$ cat config.mk
export PLATFORM = sky130hd
export DESIGN_NAME = fpc_top
export DESIGN_NICKNAME = d
export VERILOG_FILES = /design/src/hw/fpc_pkg.sv /design/src/hw/fpc_top.sv
export SDC_FILE = /design/constraint.sdc
export NUM_CORES = 1
export LEC_CHECK = 0
export ABC_AREA = 1
export BUFFER_PORTS_ARGS = -buffer_cell sky130_fd_sc_hd__buf_2
export CORE_MARGIN = 2
export CORE_UTILIZATION = 46
export DETAILED_ROUTE_END_ITERATION = 12
export MAX_ROUTING_LAYER = met4
export PLACE_DENSITY = 0.68
export SLEW_MARGIN = 10
export SYNTH_ARGS = -nofsm -noshare
export SYNTH_HDL_FRONTEND = slang
export SYNTH_SLANG_ARGS = --single-unit
$ cat constraint.sdc
create_clock -name clk_i -period 3.45 [get_ports clk_i]
set_input_delay 0.1725 -clock clk_i [delete_from_list [all_inputs] [get_ports clk_i]]
set_output_delay 0.1725 -clock clk_i [all_outputs]
set_load 0.02 [all_outputs]
$ cat src/hw/fpc_pkg.sv
// constants and carrier types for the fan drive span, band and ramp configuration block
package fpc_pkg;
    // register offsets on the management register port
    localparam logic [7:0] FPC_REMOTE1_SPAN_LOW_BAND_RATE_SELECT_OFS = 8'h5f;
    localparam logic [7:0] FPC_LOCAL_SPAN_LOW_BAND_RATE_SELECT_OFS = 8'h60;
    localparam logic [7:0] FPC_REMOTE2_SPAN_LOW_BAND_RATE_SELECT_OFS = 8'h61;
    localparam logic [7:0] FPC_ACOUSTIC_RAMP_CONFIG_OFS = 8'h62;
    // reset values
    localparam logic [7:0] FPC_SPAN_LOW_BAND_RATE_SELECT_RST = 8'hc4;
    localparam logic [7:0] FPC_ACOUSTIC_RAMP_RST = 8'h00;
    // field positions of the span/frequency register
    localparam int FPC_RATE_LSB = 0;
    localparam int FPC_BAND_BIT = 3;
    localparam int FPC_SPAN_LSB = 4;
    // field position of the ramp rate in the acoustic register
    localparam int FPC_RAMP_LSB = 0;
    // ramp time slot lengths, in microseconds, and the clock rate
    localparam int FPC_CLK_MHZ = 10;
    localparam int FPC_SLOT_FAST_US = 147000;
    localparam int FPC_SLOT_SLOW_US = 204700;
    localparam int FPC_SLOT_FAST_CYC = FPC_SLOT_FAST_US * FPC_CLK_MHZ;
    localparam int FPC_SLOT_SLOW_CYC = FPC_SLOT_SLOW_US * FPC_CLK_MHZ;
    localparam int FPC_SLOT_W = 21;

    // one span/frequency register as stored
    typedef struct packed {
        logic [3:0] span;
        logic band;
        logic [2:0] rate;
    } fpc_chan_cfg_t;

    // what a channel's drive generator is told
    typedef struct packed {
        logic hf_en;
        logic [2:0] lf_rate;
        logic [15:0] span_centi;
    } fpc_drive_t;
endpackage

$ cat src/hw/fpc_top.sv
// span and band configuration for the three fan drive outputs, duty ramp for remote 1 only
`timescale 1ns/1ps
// ----------------------------------------------------------------
// How it works
// once the global lock is set, writes to these registers are ignored
// each span/frequency register powers up at 0xc4
// bits 2:0 choose the low band rate, 11.0 Hz up to 88.2 Hz
// low band rate is applied only in low band, ignored in high band
// bit 3 picks band: 1 high frequency, 0 low frequency
// bits 7:4 set the temperature span of automatic duty control
// span codes decode 2 to 80 degrees Celsius, 1100 is 32
// remote 1 duty steps toward its target at the ramp rate, never jumps
// ramp codes give 1,2,3,4,8,12,24,48 duty steps per slot
// 0x5f remote 1 channel, 0x60 local channel, 0x61 remote 2 channel
// time slots come from a prescaled tick, short or long per the slow select, matching the ramp times
// ----------------------------------------------------------------
module fpc_top #(
    parameter int SLOT_FAST_CYC = fpc_pkg::FPC_SLOT_FAST_CYC,
    parameter int SLOT_SLOW_CYC = fpc_pkg::FPC_SLOT_SLOW_CYC
) (
    // clock and reset
    input wire logic clk_i,
    input wire logic rst_i,
    // register port from the management bus engine
    input wire logic wr_en_i,
    input wire logic [7:0] wr_addr_i,
    input wire logic [7:0] wr_data_i,
    input wire logic [7:0] rd_addr_i,
    output logic [7:0] rd_data_o,
    // global configuration lock and slow ramp select
    input wire logic lock_i,
    input wire logic slow_ramp_i,
    // remote 1 duty request and ramped result
    input wire logic [7:0] target_duty_i,
    output logic [7:0] duty_ramped_o,
    // per-channel drive settings, index 0 remote 1, 1 local, 2 remote 2
    output fpc_pkg::fpc_drive_t [2:0] fan_drive_output_o
);
    import fpc_pkg::*;

    fpc_chan_cfg_t [2:0] chan_cfg;
    logic [7:0] acoustic_ramp_config;
    logic [FPC_SLOT_W-1:0] slot_cnt;
    logic [FPC_SLOT_W-1:0] slot_len;
    logic slot_tick;
    logic [7:0] step;
    logic [7:0] next_duty;

    // ----------------------------------------------------------------
    // span decode
    // ----------------------------------------------------------------
    // hundredths of a degree so fractional spans stay exact enough
    function automatic logic [15:0] span_centi(input logic [3:0] code);
        logic [15:0] v;
        v = 16'h0000;
        case (code)
            4'h0: v = 16'd200;
            4'h1: v = 16'd250;
            4'h2: v = 16'd333;
            4'h3: v = 16'd400;
            4'h4: v = 16'd500;
            4'h5: v = 16'd667;
            4'h6: v = 16'd800;
            4'h7: v = 16'd1000;
            4'h8: v = 16'd1333;
            4'h9: v = 16'd1600;
            4'ha: v = 16'd2000;
            4'hb: v = 16'd2667;
            4'hc: v = 16'd3200;
            4'hd: v = 16'd4000;
            4'he: v = 16'd5333;
            default: v = 16'd8000;
        endcase
        return v;
    endfunction

    // ----------------------------------------------------------------
    // register writes
    // ----------------------------------------------------------------
    // lock blocks every write; stored values stay as they were
    always_ff @(posedge clk_i or posedge rst_i) begin
        if (rst_i) begin
            chan_cfg <= {3{FPC_SPAN_LOW_BAND_RATE_SELECT_RST}};
            acoustic_ramp_config <= FPC_ACOUSTIC_RAMP_RST;
        end else if (wr_en_i && !lock_i) begin
            case (wr_addr_i)
                FPC_REMOTE1_SPAN_LOW_BAND_RATE_SELECT_OFS: chan_cfg[0] <= wr_data_i;
                FPC_LOCAL_SPAN_LOW_BAND_RATE_SELECT_OFS: chan_cfg[1] <= wr_data_i;
                FPC_REMOTE2_SPAN_LOW_BAND_RATE_SELECT_OFS: chan_cfg[2] <= wr_data_i;
                FPC_ACOUSTIC_RAMP_CONFIG_OFS: acoustic_ramp_config <= wr_data_i;
                default: ;
            endcase
        end
    end

    // ----------------------------------------------------------------
    // register reads
    // ----------------------------------------------------------------
    // unmapped addresses read as zero
    always_ff @(posedge clk_i or posedge rst_i) begin
        if (rst_i) begin
            rd_data_o <= 8'h00;
        end else begin
            case (rd_addr_i)
                FPC_REMOTE1_SPAN_LOW_BAND_RATE_SELECT_OFS: rd_data_o <= chan_cfg[0];
                FPC_LOCAL_SPAN_LOW_BAND_RATE_SELECT_OFS: rd_data_o <= chan_cfg[1];
                FPC_REMOTE2_SPAN_LOW_BAND_RATE_SELECT_OFS: rd_data_o <= chan_cfg[2];
                FPC_ACOUSTIC_RAMP_CONFIG_OFS: rd_data_o <= acoustic_ramp_config;
                default: rd_data_o <= 8'h00;
            endcase
        end
    end

    // ----------------------------------------------------------------
    // per-channel drive settings
    // ----------------------------------------------------------------
    // rate forced to zero in high band so the generator cannot act on it
    always_ff @(posedge clk_i or posedge rst_i) begin
        if (rst_i) begin
            fan_drive_output_o <= '0;
        end else begin
            for (int i = 0; i < 3; i++) begin
                fan_drive_output_o[i].hf_en <= chan_cfg[i].band;
                fan_drive_output_o[i].lf_rate <= chan_cfg[i].band ? 3'h0 : chan_cfg[i].rate;
                fan_drive_output_o[i].span_centi <= span_centi(chan_cfg[i].span);
            end
        end
    end

    // ----------------------------------------------------------------
    // ramp time slot prescaler
    // ----------------------------------------------------------------
    // one slot is full-scale time over 255 steps; the slow select stretches it
    // the slow select is read live, so a switch to the short slot may end the current slot early
    assign slot_len = slow_ramp_i ? FPC_SLOT_W'(SLOT_SLOW_CYC) : FPC_SLOT_W'(SLOT_FAST_CYC);
    assign slot_tick = (slot_cnt >= slot_len - FPC_SLOT_W'(1));

    always_ff @(posedge clk_i or posedge rst_i) begin
        if (rst_i) begin
            slot_cnt <= '0;
        end else if (slot_tick) begin
            slot_cnt <= '0;
        end else begin
            slot_cnt <= slot_cnt + FPC_SLOT_W'(1);
        end
    end

    // ----------------------------------------------------------------
    // remote 1 duty ramp
    // ----------------------------------------------------------------
    // step size per slot from the ramp code
    always_comb begin
        case (acoustic_ramp_config[FPC_RAMP_LSB +: 3])
            3'h0: step = 8'd1;
            3'h1: step = 8'd2;
            3'h2: step = 8'd3;
            3'h3: step = 8'd4;
            3'h4: step = 8'd8;
            3'h5: step = 8'd12;
            3'h6: step = 8'd24;
            default: step = 8'd48;
        endcase
    end

    // clamp the last step so the target is reached, not overshot
    always_comb begin
        next_duty = duty_ramped_o;
        if (target_duty_i > duty_ramped_o) begin
            next_duty = (target_duty_i - duty_ramped_o > step) ? duty_ramped_o + step : target_duty_i;
        end else if (target_duty_i < duty_ramped_o) begin
            next_duty = (duty_ramped_o - target_duty_i > step) ? duty_ramped_o - step : target_duty_i;
        end
    end

    always_ff @(posedge clk_i or posedge rst_i) begin
        if (rst_i) begin
            duty_ramped_o <= 8'h00;
        end else if (slot_tick) begin
            duty_ramped_o <= next_duty;
        end
    end

    logic seen_wr;
    always_ff @(posedge clk_i or posedge rst_i) begin
        if (rst_i) begin
            seen_wr <= 1'b0;
        end else if (wr_en_i) begin
            seen_wr <= 1'b1;
        end
    end
endmodule

=== Word level (Yosys, flattened, before mapping) ===
Memories as Yosys holds them, arrays and structs flattened. A register that Yosys moved wholly into a read port is not among the register bits.
Index checks and enable logic that the tools add are counted.

* $add $sub $neg: 6
* $mul: 0
* Div/mod/pow operators: 0
* $lt $le $gt $ge: 5
* Equality and inequality tests: 14
* Shifts and indexed selects: 0
* Multiplexer cells: 11
* Bitwise gates (word level): 0
* Reductions and logical operators: 9

{| class="wikitable"
|+ Operator list
! kind !! number
|-
| $eq 8x7->1 const B || 8
|-
| $pmux 6 s7 || 1
|-
| $mux 8 || 4
|-
| $pmux 8 s4 || 1
|-
| $gt 8x8->1 || 3
|-
| $sub 8x8->8 || 3
|-
| $add 21x1->21 const B || 1
|-
| $ge 21x21->1 || 1
|-
| $mux 21 || 1
|-
| $sub 21x1->21 const B || 1
|-
| $mux 20 || 1
|-
| $reduce_and 2->1 || 5
|-
| $eq 3x3->1 const B || 3
|-
| $mux 3 || 3
|-
| $add 8x8->8 || 1
|-
| $lt 8x8->1 || 1
|-
| $eq 3x2->1 const B || 2
|-
| $eq 3x1->1 const B || 1
|-
| $logic_not 3->1 || 1
|-
| $reduce_bool 2->1 || 1
|-
| $logic_and 1x1->1 || 1
|-
| $logic_not 1->1 || 1
|}

* Register bits: 129
* Latch bits: 0
* Memory bits (writable): 0
* ROM bits: 624
* Bits of input ports: 37
* Output and inout port bits: 76
* Logic and storage cells: 70
* Memories: 3

{| class="wikitable"
|+ Memories
! name !! depth !! bits a word !! rd ports !! clocked after memory_dff !! write ports !! RTL line !! text
|-
| (no name shown) || 16 || 13 || 1 || 1 || 0 || fpc_top.sv:56 || <nowiki>case (code)</nowiki>
|-
| (no name shown) || 16 || 13 || 1 || 1 || 0 || fpc_top.sv:56 ||
|-
| (no name shown) || 16 || 13 || 1 || 1 || 0 || fpc_top.sv:56 ||
|}

=== Depth between registers and ports, before layout ===
Gate-level depths: netlist of the first run.

* Depth in word-level cells: 6
* Depth in mapped cells: 21
* Depth with buffers taken out: 21

=== Least setup slack after synthesis of the first run ===
Ideal clock, no wire load.

* Path kind: register to register
* Start point: register duty_ramped_o[0]
* End point: register duty_ramped_o[7]
* Library setup time: 0.117 ns
* Arrival time: 2.414 ns
* Required time: 3.333 ns
* Slack: 0.920 ns
* Stages on the path, launching flop included: 18
* Path buffers: 0
* Period minus slack after synthesis: 2.530 ns
* Cells stage by stage: dfrtp_1 inv_1 ha_1 inv_1 fa_1 a21oi_1 xor2_1 ha_1 nand2_1 nor2_1 nand3_1 nand2_4 nand2_4 nand2_1 nand3_1 nand2_1 nand2_1 nand2_1

* Word-level cells in the longest chain between the ends: 5
* Elaborated cells on any way between the ends: 14
* Those cells by class: add/sub (4); order compare (4); mux (4); reduce/logical (2)

{| class="wikitable"
|+ RTL lines
! element !! RTL line !! text
|-
| from (decl) || fpc_top.sv:35 || <nowiki>output logic [7:0] duty_ramped_o,</nowiki>
|-
| from (signal assigned) || fpc_top.sv:179 || <nowiki>duty_ramped_o <= next_duty;</nowiki>
|-
| $sub 8x8->8 || fpc_top.sv:171 || <nowiki>next_duty = (duty_ramped_o - target_duty_i > step) ? duty_ramped_o - step : target_duty_i;</nowiki>
|-
| $gt 8x8->1 || fpc_top.sv:171 ||
|-
| $mux 8 || fpc_top.sv:171 ||
|-
| $mux 8 || fpc_top.sv:170 || <nowiki>end else if (target_duty_i < duty_ramped_o) begin</nowiki>
|-
| $mux 8 || fpc_top.sv:168 || <nowiki>if (target_duty_i > duty_ramped_o) begin</nowiki>
|}

Several ways; a longest one is shown, not always the timed one. The select of a mux whose other input is x is not followed.
A chain may end at the register's enable or synchronous reset.

=== Final worst setup path of the first run ===
* Start point: register duty_ramped_o[0]
* End point: register duty_ramped_o[2]

Same word-level chain as after synthesis.

==> impl_metrics.ini, run 1 <==
[timing]
min_period_ns = 2.79
fin_setup_tns_ns = 0
setup_viol = 0
slew_violations = 0
slew-limit-headroom_pct = 38.6
fin_skew_ns = 0.0104
worstMarginPinSlew_ns = 0.922
rsz0062_at_grt = no
finalHoldViolCount = 0
fin_crit_sh_pct = 80.7
max_freq_ghz = 0.359

[clock_network]
clk_latency_ns = 0.42
max-clock-path-buffers = 2
cts_resized = 0
cts.sinks = 120
cts_buffers = 17
clock-root-buffer = clkbuf_16
cts_hold_repair.buffers = 1
post-cts-setup-buffer-count = 0
cts_tree = done
htree_levels = 4
clkTransAtPathRegs_ns = 0.06

[place]
place.gp.congestion = 0.923
numPortBuffers = 103
dp_hpwl_um = 13400
place_inst = 1264

[routing]
drc = 0
dr.first_iter.drc_count = 477
dr_total_vias = 6534
drtPass1Iterations = 5
wirelength_um = 17900
ant_nets = 0
wl_per_cell_um = 13.8
viasPerCell = 5.04

[worst_setup_path]
crit_path_max_fanout = 9
required_ns = 3.76
worst_setup_path_end_kind = register
worst-setup-path-type = register to register
start_kind = register
worstRegToRegCells = 17
worstPathArrival_ns = 3.10

[yosys]
synth_area_sq_um = 7530
synthDistinctLibCells = 51
syn_area_per_cell_sq_um = 7.83
syn_inst = 961
ys_warn_count = 0
async_flop_share_pct = 100
ys_ff_latch = 120
ys.flop_type = dfrtp_1
yosysSeqAreaShare_pct = 40.0
synth_edf_count = 0

[run]
maxCapViolCount = 0

[die]
num_rows = 46
coreArea_sq_um = 15900
die_y_um = 132
start_util_pct = 47.2
top_level_ports = 113
dieWidth_um = 132
die_area_sq_um = 17400

[global_routing]
grt_usage_pct = 21.9
grt_pass1_vias = 6264
overflow = 0
antenna_found_initial = 0
grt_pass1_wl_um = 29800
grt_start_max_net_pins = 75

[power]
power.density_nw_per_um2 = 399
ir_drop_uv = 524
p_total_mw = 3.52
p_leak_nw = 4.62

[final_layout]
fin_nets = 1171
fin_cells = 1297
area_growth_syn_to_layout_pct = 17.1
n_antenna_cell = 0
layout-drive-gt1-share_pct = 17.7

[outcome]
status = complete, no violations

[min_path]
hold_depth = 3
hp-class = input pin to register
-- state kept, by name, indices dropped and copies added (netlist names) --
signal                count
fan_drive_output_o       51
duty_ramped_o             8
rd_data_o                 8
acoustic_ramp_config      8
chan_cfg                 24
slot_cnt                 21
-- logic make-up after synthesis --
| family | after synthesis | synth area share [%] |
|---|---|---|
| xor gates and xnor gates | 19 | 2.21 |
| and+or+nand+nor | 449 | 26.1 |
| adders and majority gates | 66 | 11.4 |
| buffers and inverters | 166 | 8.98 |
| other | 1 | 0.0498 |
| DFF | 120 | 40.0 |
| AOI/OAI and AO/OA | 140 | 11.3 |
-- report_power, final --
group / internal (mW) / switching, mW
Combinational: 0.118 / 0.240
Clock: 1.01 / 0.682
Sequential: 1.44 / 0.0224
Total: 2.58 / 0.944
-- metrics by stage --
stage	instance area [sq um]	hold slack (ns)	setup WS, ns	util (%)
floorplan	7560	0.329	0.107	-
global placement	8240	0.441	0.768	51.7
detailed placement	8240	0.442	0.708	51.7
CTS	8810	0.0451	0.686	55.3
global route	8810	0.0812	0.449	55.3
finish	8810	0.0568	0.664	55.3
-- synth_stat cells (5+ instances only) --
cell type,instances,area [sq um]
nand2_1,253,950
inv_1,126,473
dfrtp_1,111,2780
nor2_1,73,274
ha_1,62,776
o21ai_0,62,310
nand3_1,57,285
a21oi_1,32,160
clkbuf_1,20,75.1
nor3_1,18,90.1
xor2_1,17,149
buf_4,10,75.1
dfstp_2,9,236
nand4_1,8,50.1
o2111ai_1,8,70.1
a31oi_1,7,43.8
a32oi_1,6,52.6
nand2_2,6,37.5
nor2_2,6,37.5
inv_2,5,18.8
nor4_1,5,31.3
o21bai_1,5,37.5
-- worst paths after layout --
check / start / endpoint / slack (ns)
setup / recovery: duty_ramped_o[0]$_DFFE_PP0P_ / duty_ramped_o[2]$_DFFE_PP0P_ / 0.66
hold / removal: wr_data_i[2] / chan_cfg[2]$_DFFE_PP1P_ / 0.06
setup reg to reg: duty_ramped_o[0]$_DFFE_PP0P_ / duty_ramped_o[2]$_DFFE_PP0P_ / 0.66
hold reg to reg: chan_cfg[2]$_DFFE_PP1P_ / fan_drive_output_o[18]$_DFF_PP0_ / 0.48
max in group asynchronous: rst_i / chan_cfg[18]$_DFFE_PP1P_ / 2.10
min in group asynchronous: rst_i / duty_ramped_o[2]$_DFFE_PP0P_ / 0.51
-- cell type report --
cell class                 count  area, sq um
clock buffer                  19          443
fill                        1486         7130
timing repair buffer         113          593
sequential                   120         3010
clock inverter                13          121
multi-input combinational    683         3870
inverter                     133          507
tap                          216          270
-- routing by layer --
layer | up-vias | share of wire, % | global-route usage [%]
li1 | 3310 | - | -
met1 | 3045 | 46 | 28.3
met2 | 164 | 49 | 35.1
met3 | 15 | 4.5 | 4.38
met4 | 0 | 1.0 | 6.40
met5 | - | 0 | -
-- critical path, cell delays in order (launching register included) --
cell and delay, ns:
dfrtp_1 0.43, inv_1 0.11, ha_1 0.20, inv_1 0.06, fa_1 0.45, a21oi_1 0.21, xor2_1 0.20, ha_1 0.25
nand2_1 0.08, nor2_1 0.05, nand3_1 0.12, nand2_4 0.11, nand2_4 0.11, nand2_1 0.07, nand3_1 0.07, nand2_1 0.06
nand2_1 0.05, nand2_1 0.06
-- cells in the final DEF, fill, tap and decap left out, types with 3 or more instances in the layout --
cell type / count
nand2_2: 6
a32oi_1: 6
o21a_1: 3
nand2_1: 253
o21ai_2: 3
dfstp_2: 9
nand2_4: 4
a221oi_1: 3
o21ai_1: 3
inv_1: 125
conb_1: 9
a21oi_1: 32
dfrtp_1: 111
xor2_1: 17
inv_6: 4
o2111ai_1: 8
nand3_2: 4
nor3_1: 18
clkinvlp_4: 5
ha_1: 62
nand4_1: 8
a31oi_1: 7
clkbuf_16: 17
o21ai_0: 62
nand3_1: 57
fa_1: 4
nor4_1: 5
nor2_2: 6
buf_4: 9
inv_4: 3
nor3b_1: 3
nor2_1: 73
inv_2: 5
buf_2: 103
o21bai_1: 5
Note: power is estimated with default switching activity, not from simulation.
==> run 2: changes to the inputs <==
--- a/config.mk
+++ b/config.mk
@@ -11,7 +11,7 @@
 export CORE_UTILIZATION = 46
 export DETAILED_ROUTE_END_ITERATION = 12
 export MAX_ROUTING_LAYER = met4
-export PLACE_DENSITY = 0.68
+export PLACE_DENSITY = 0.66
 export SLEW_MARGIN = 10
 export SYNTH_ARGS = -nofsm -noshare
 export SYNTH_HDL_FRONTEND = slang
==> constraint.sdc (replaced) <==
create_clock -name clk_i -period 2.7 [get_ports clk_i]
set_input_delay 0.135 -clock clk_i [delete_from_list [all_inputs] [get_ports clk_i]]
set_output_delay 0.135 -clock clk_i [all_outputs]
set_load 0.02 [all_outputs]
==> impl_metrics.ini, run 2 (same netlist as run 1, synthesis figures left out) <==
[die]
start_util_pct = 47.2
die_y_um = 132
num_rows = 46
top_level_ports = 113
coreArea_sq_um = 15900
die_area_sq_um = 17400
dieWidth_um = 132

[clock_network]
clk_latency_ns = 0.42
cts_tree = done
clkTransAtPathRegs_ns = 0.06
cts_buffers = 17
cts.sinks = 120
max-clock-path-buffers = 2
clock-root-buffer = clkbuf_16
htree_levels = 4

[final_layout]
final_common_cell = nand2_1
largest_register_ff_count = 51
regMostFlops = fan_drive_output_o
area_growth_syn_to_layout_pct = 21.2
fin_nets = 1188
layout_common_cells = nand2_1, inv_1, dfrtp_1, buf_2, nor2_1
layout-drive-gt1-share_pct = 20.9
fin_cells = 1314
design_area_sq_um = 9120
n_antenna_cell = 0
top_regs = fan_drive_output_o: 51 flops, chan_cfg: 24 flops, slot_cnt: 21 flops

[power]
power.density_nw_per_um2 = 525
p_leak_nw = 4.74
ir_drop_uv = 411

[global_routing]
grt_start_max_net_pins = 121
grt_pass1_vias = 6344
antenna_found_initial = 0
grt_pass1_wl_um = 30300
grt_usage_pct = 22.2
overflow = 0

[worst_setup_path]
worstPathArrival_ns = 2.89
cp-startpoint = duty_ramped_o[0]$_DFFE_PP0P_
endpoint = duty_ramped_o[2]$_DFFE_PP0P_
worstRegToRegCells = 17
start_kind = register
worst_setup_path_end_kind = register
rr_startpoint = duty_ramped_o[0]$_DFFE_PP0P_
required_ns = 3.06
worst-setup-path-type = register to register
regToRegEndpoint = duty_ramped_o[2]$_DFFE_PP0P_
crit_path_max_fanout = 8
rrSetupSlack_ns = 0.16

[timing]
worstMarginPinSlew_ns = 0.667
fin_crit_sh_pct = 93.9
fin_skew_ns = 0.00781
setup_viol = 0
finalHoldViolCount = 0
slew_violations = 0
max_freq_ghz = 0.394
slew-limit-headroom_pct = 55.5
min_period_ns = 2.54
setup_slack_ns = 0.165
fin_setup_tns_ns = 0

[routing]
dr_total_vias = 6646
drtPass1Iterations = 5
drc = 0
ant_nets = 0
dr.first_iter.drc_count = 364
viasPerCell = 5.06
wirelength_um = 18300
wl_per_cell_um = 13.9

[place]
dp_hpwl_um = 13400
place_ws_ns = 0.0195
place_inst = 1275
place.gp.congestion = 0.929
placedInstanceArea_sq_um = 8340
numPortBuffers = 103

[outcome]
status = complete, no violations

[min_path]
hp-class = input pin to register

[run]
maxCapViolCount = 0
==> run 2: cell types whose count changed in the layout (fill, tap and decap cells not counted), moves of 3 or more <==
cell | before | now
nand2_2 | 6 | 11
buf_4 | 9 | 22
ha_2 | 0 | 3
nand2_1 | 253 | 250
bufinv_16 | 1 | 4
inv_2 | 5 | 8
ha_1 | 62 | 55
inv_1 | 125 | 122
ha_4 | 0 | 4
==> run 2: final cells by class <==
type | instances | area (sq um)
fillers | 1490 | 6820
flip-flops and latches | 120 | 3020
repair buffers | 128 | 721
clock inverters | 13 | 191
inverters | 133 | 508
well taps | 216 | 270
multi-input cells | 685 | 3970
clock buffers | 19 | 443
==> run 2: what timing repair did <==
item | in CTS | in global routing
resized for setup | 1 | 25
setup buffers | 0 | 3
pin swaps | 0 | 7
endpoints found under the hold margin | 114 | 0
endpoints found under the setup margin | 1 | 8
cloned | 0 | 2
hold buffers | 2 | 0
==> run 2: worst min-delay path by stage <==
stage / startpoint / end / slack (ns) / cells after the start
global placement: rst_i / slot_cnt[20]$_DFF_PP0_ / 0.38 / 3
CTS: wr_data_i[6] / chan_cfg[22]$_DFFE_PP1P_ / 0.03 / 3
finish: wr_data_i[6] / chan_cfg[22]$_DFFE_PP1P_ / 0.04 / 3
global route: wr_data_i[6] / chan_cfg[6]$_DFFE_PP1P_ / 0.07 / 3
detailed placement: rst_i / slot_cnt[20]$_DFF_PP0_ / 0.38 / 3
floorplan: wr_data_i[6] / chan_cfg[22]$_DFFE_PP1P_ / 0.29 / 2
==> run 2: power by group <==
group	internal (mW)	switching (mW)
registers	1.84	0.0288
clock network	1.58	0.856
logic	0.167	0.319
==> run 2: worst max-delay path: stages, from the launching register on <==
cell and delay, ns:
dfrtp_1 0.38, ha_2 0.19, inv_1 0.05, fa_1 0.47, ha_1 0.31, a21oi_1 0.16, nand2_1 0.08, nand2_1 0.07
nand2_1 0.07, nand2_1 0.08, nand2_2 0.08, nand2_4 0.12, nand2_4 0.09, nand2_1 0.08, nand3_1 0.07, nand2_1 0.08
nand2_1 0.05, nand2_1 0.05
==> run 2: stage by stage <==
stage	power [mW]	hold WS, ns	utilization (%)
3_3_place_gp	2.37	0.383	52.3
4_1_cts	4.83	0.0341	56.4
5_1_grt	4.98	0.0731	57.2
2_1_floorplan	2.23	0.291	-
3_5_place_dp	2.37	0.375	52.3
6_report	4.79	0.0374	57.2
==> run 2: routing by layer <==
layer | up-vias | part of all wire [%] | global-route usage (%)
met5 | - | 0 | -
met3 | 26 | 4.2 | 3.65
met1 | 3111 | 46 | 28.7
li1 | 3343 | - | -
met4 | 0 | 1.4 | 7.31
met2 | 166 | 48 | 35.6
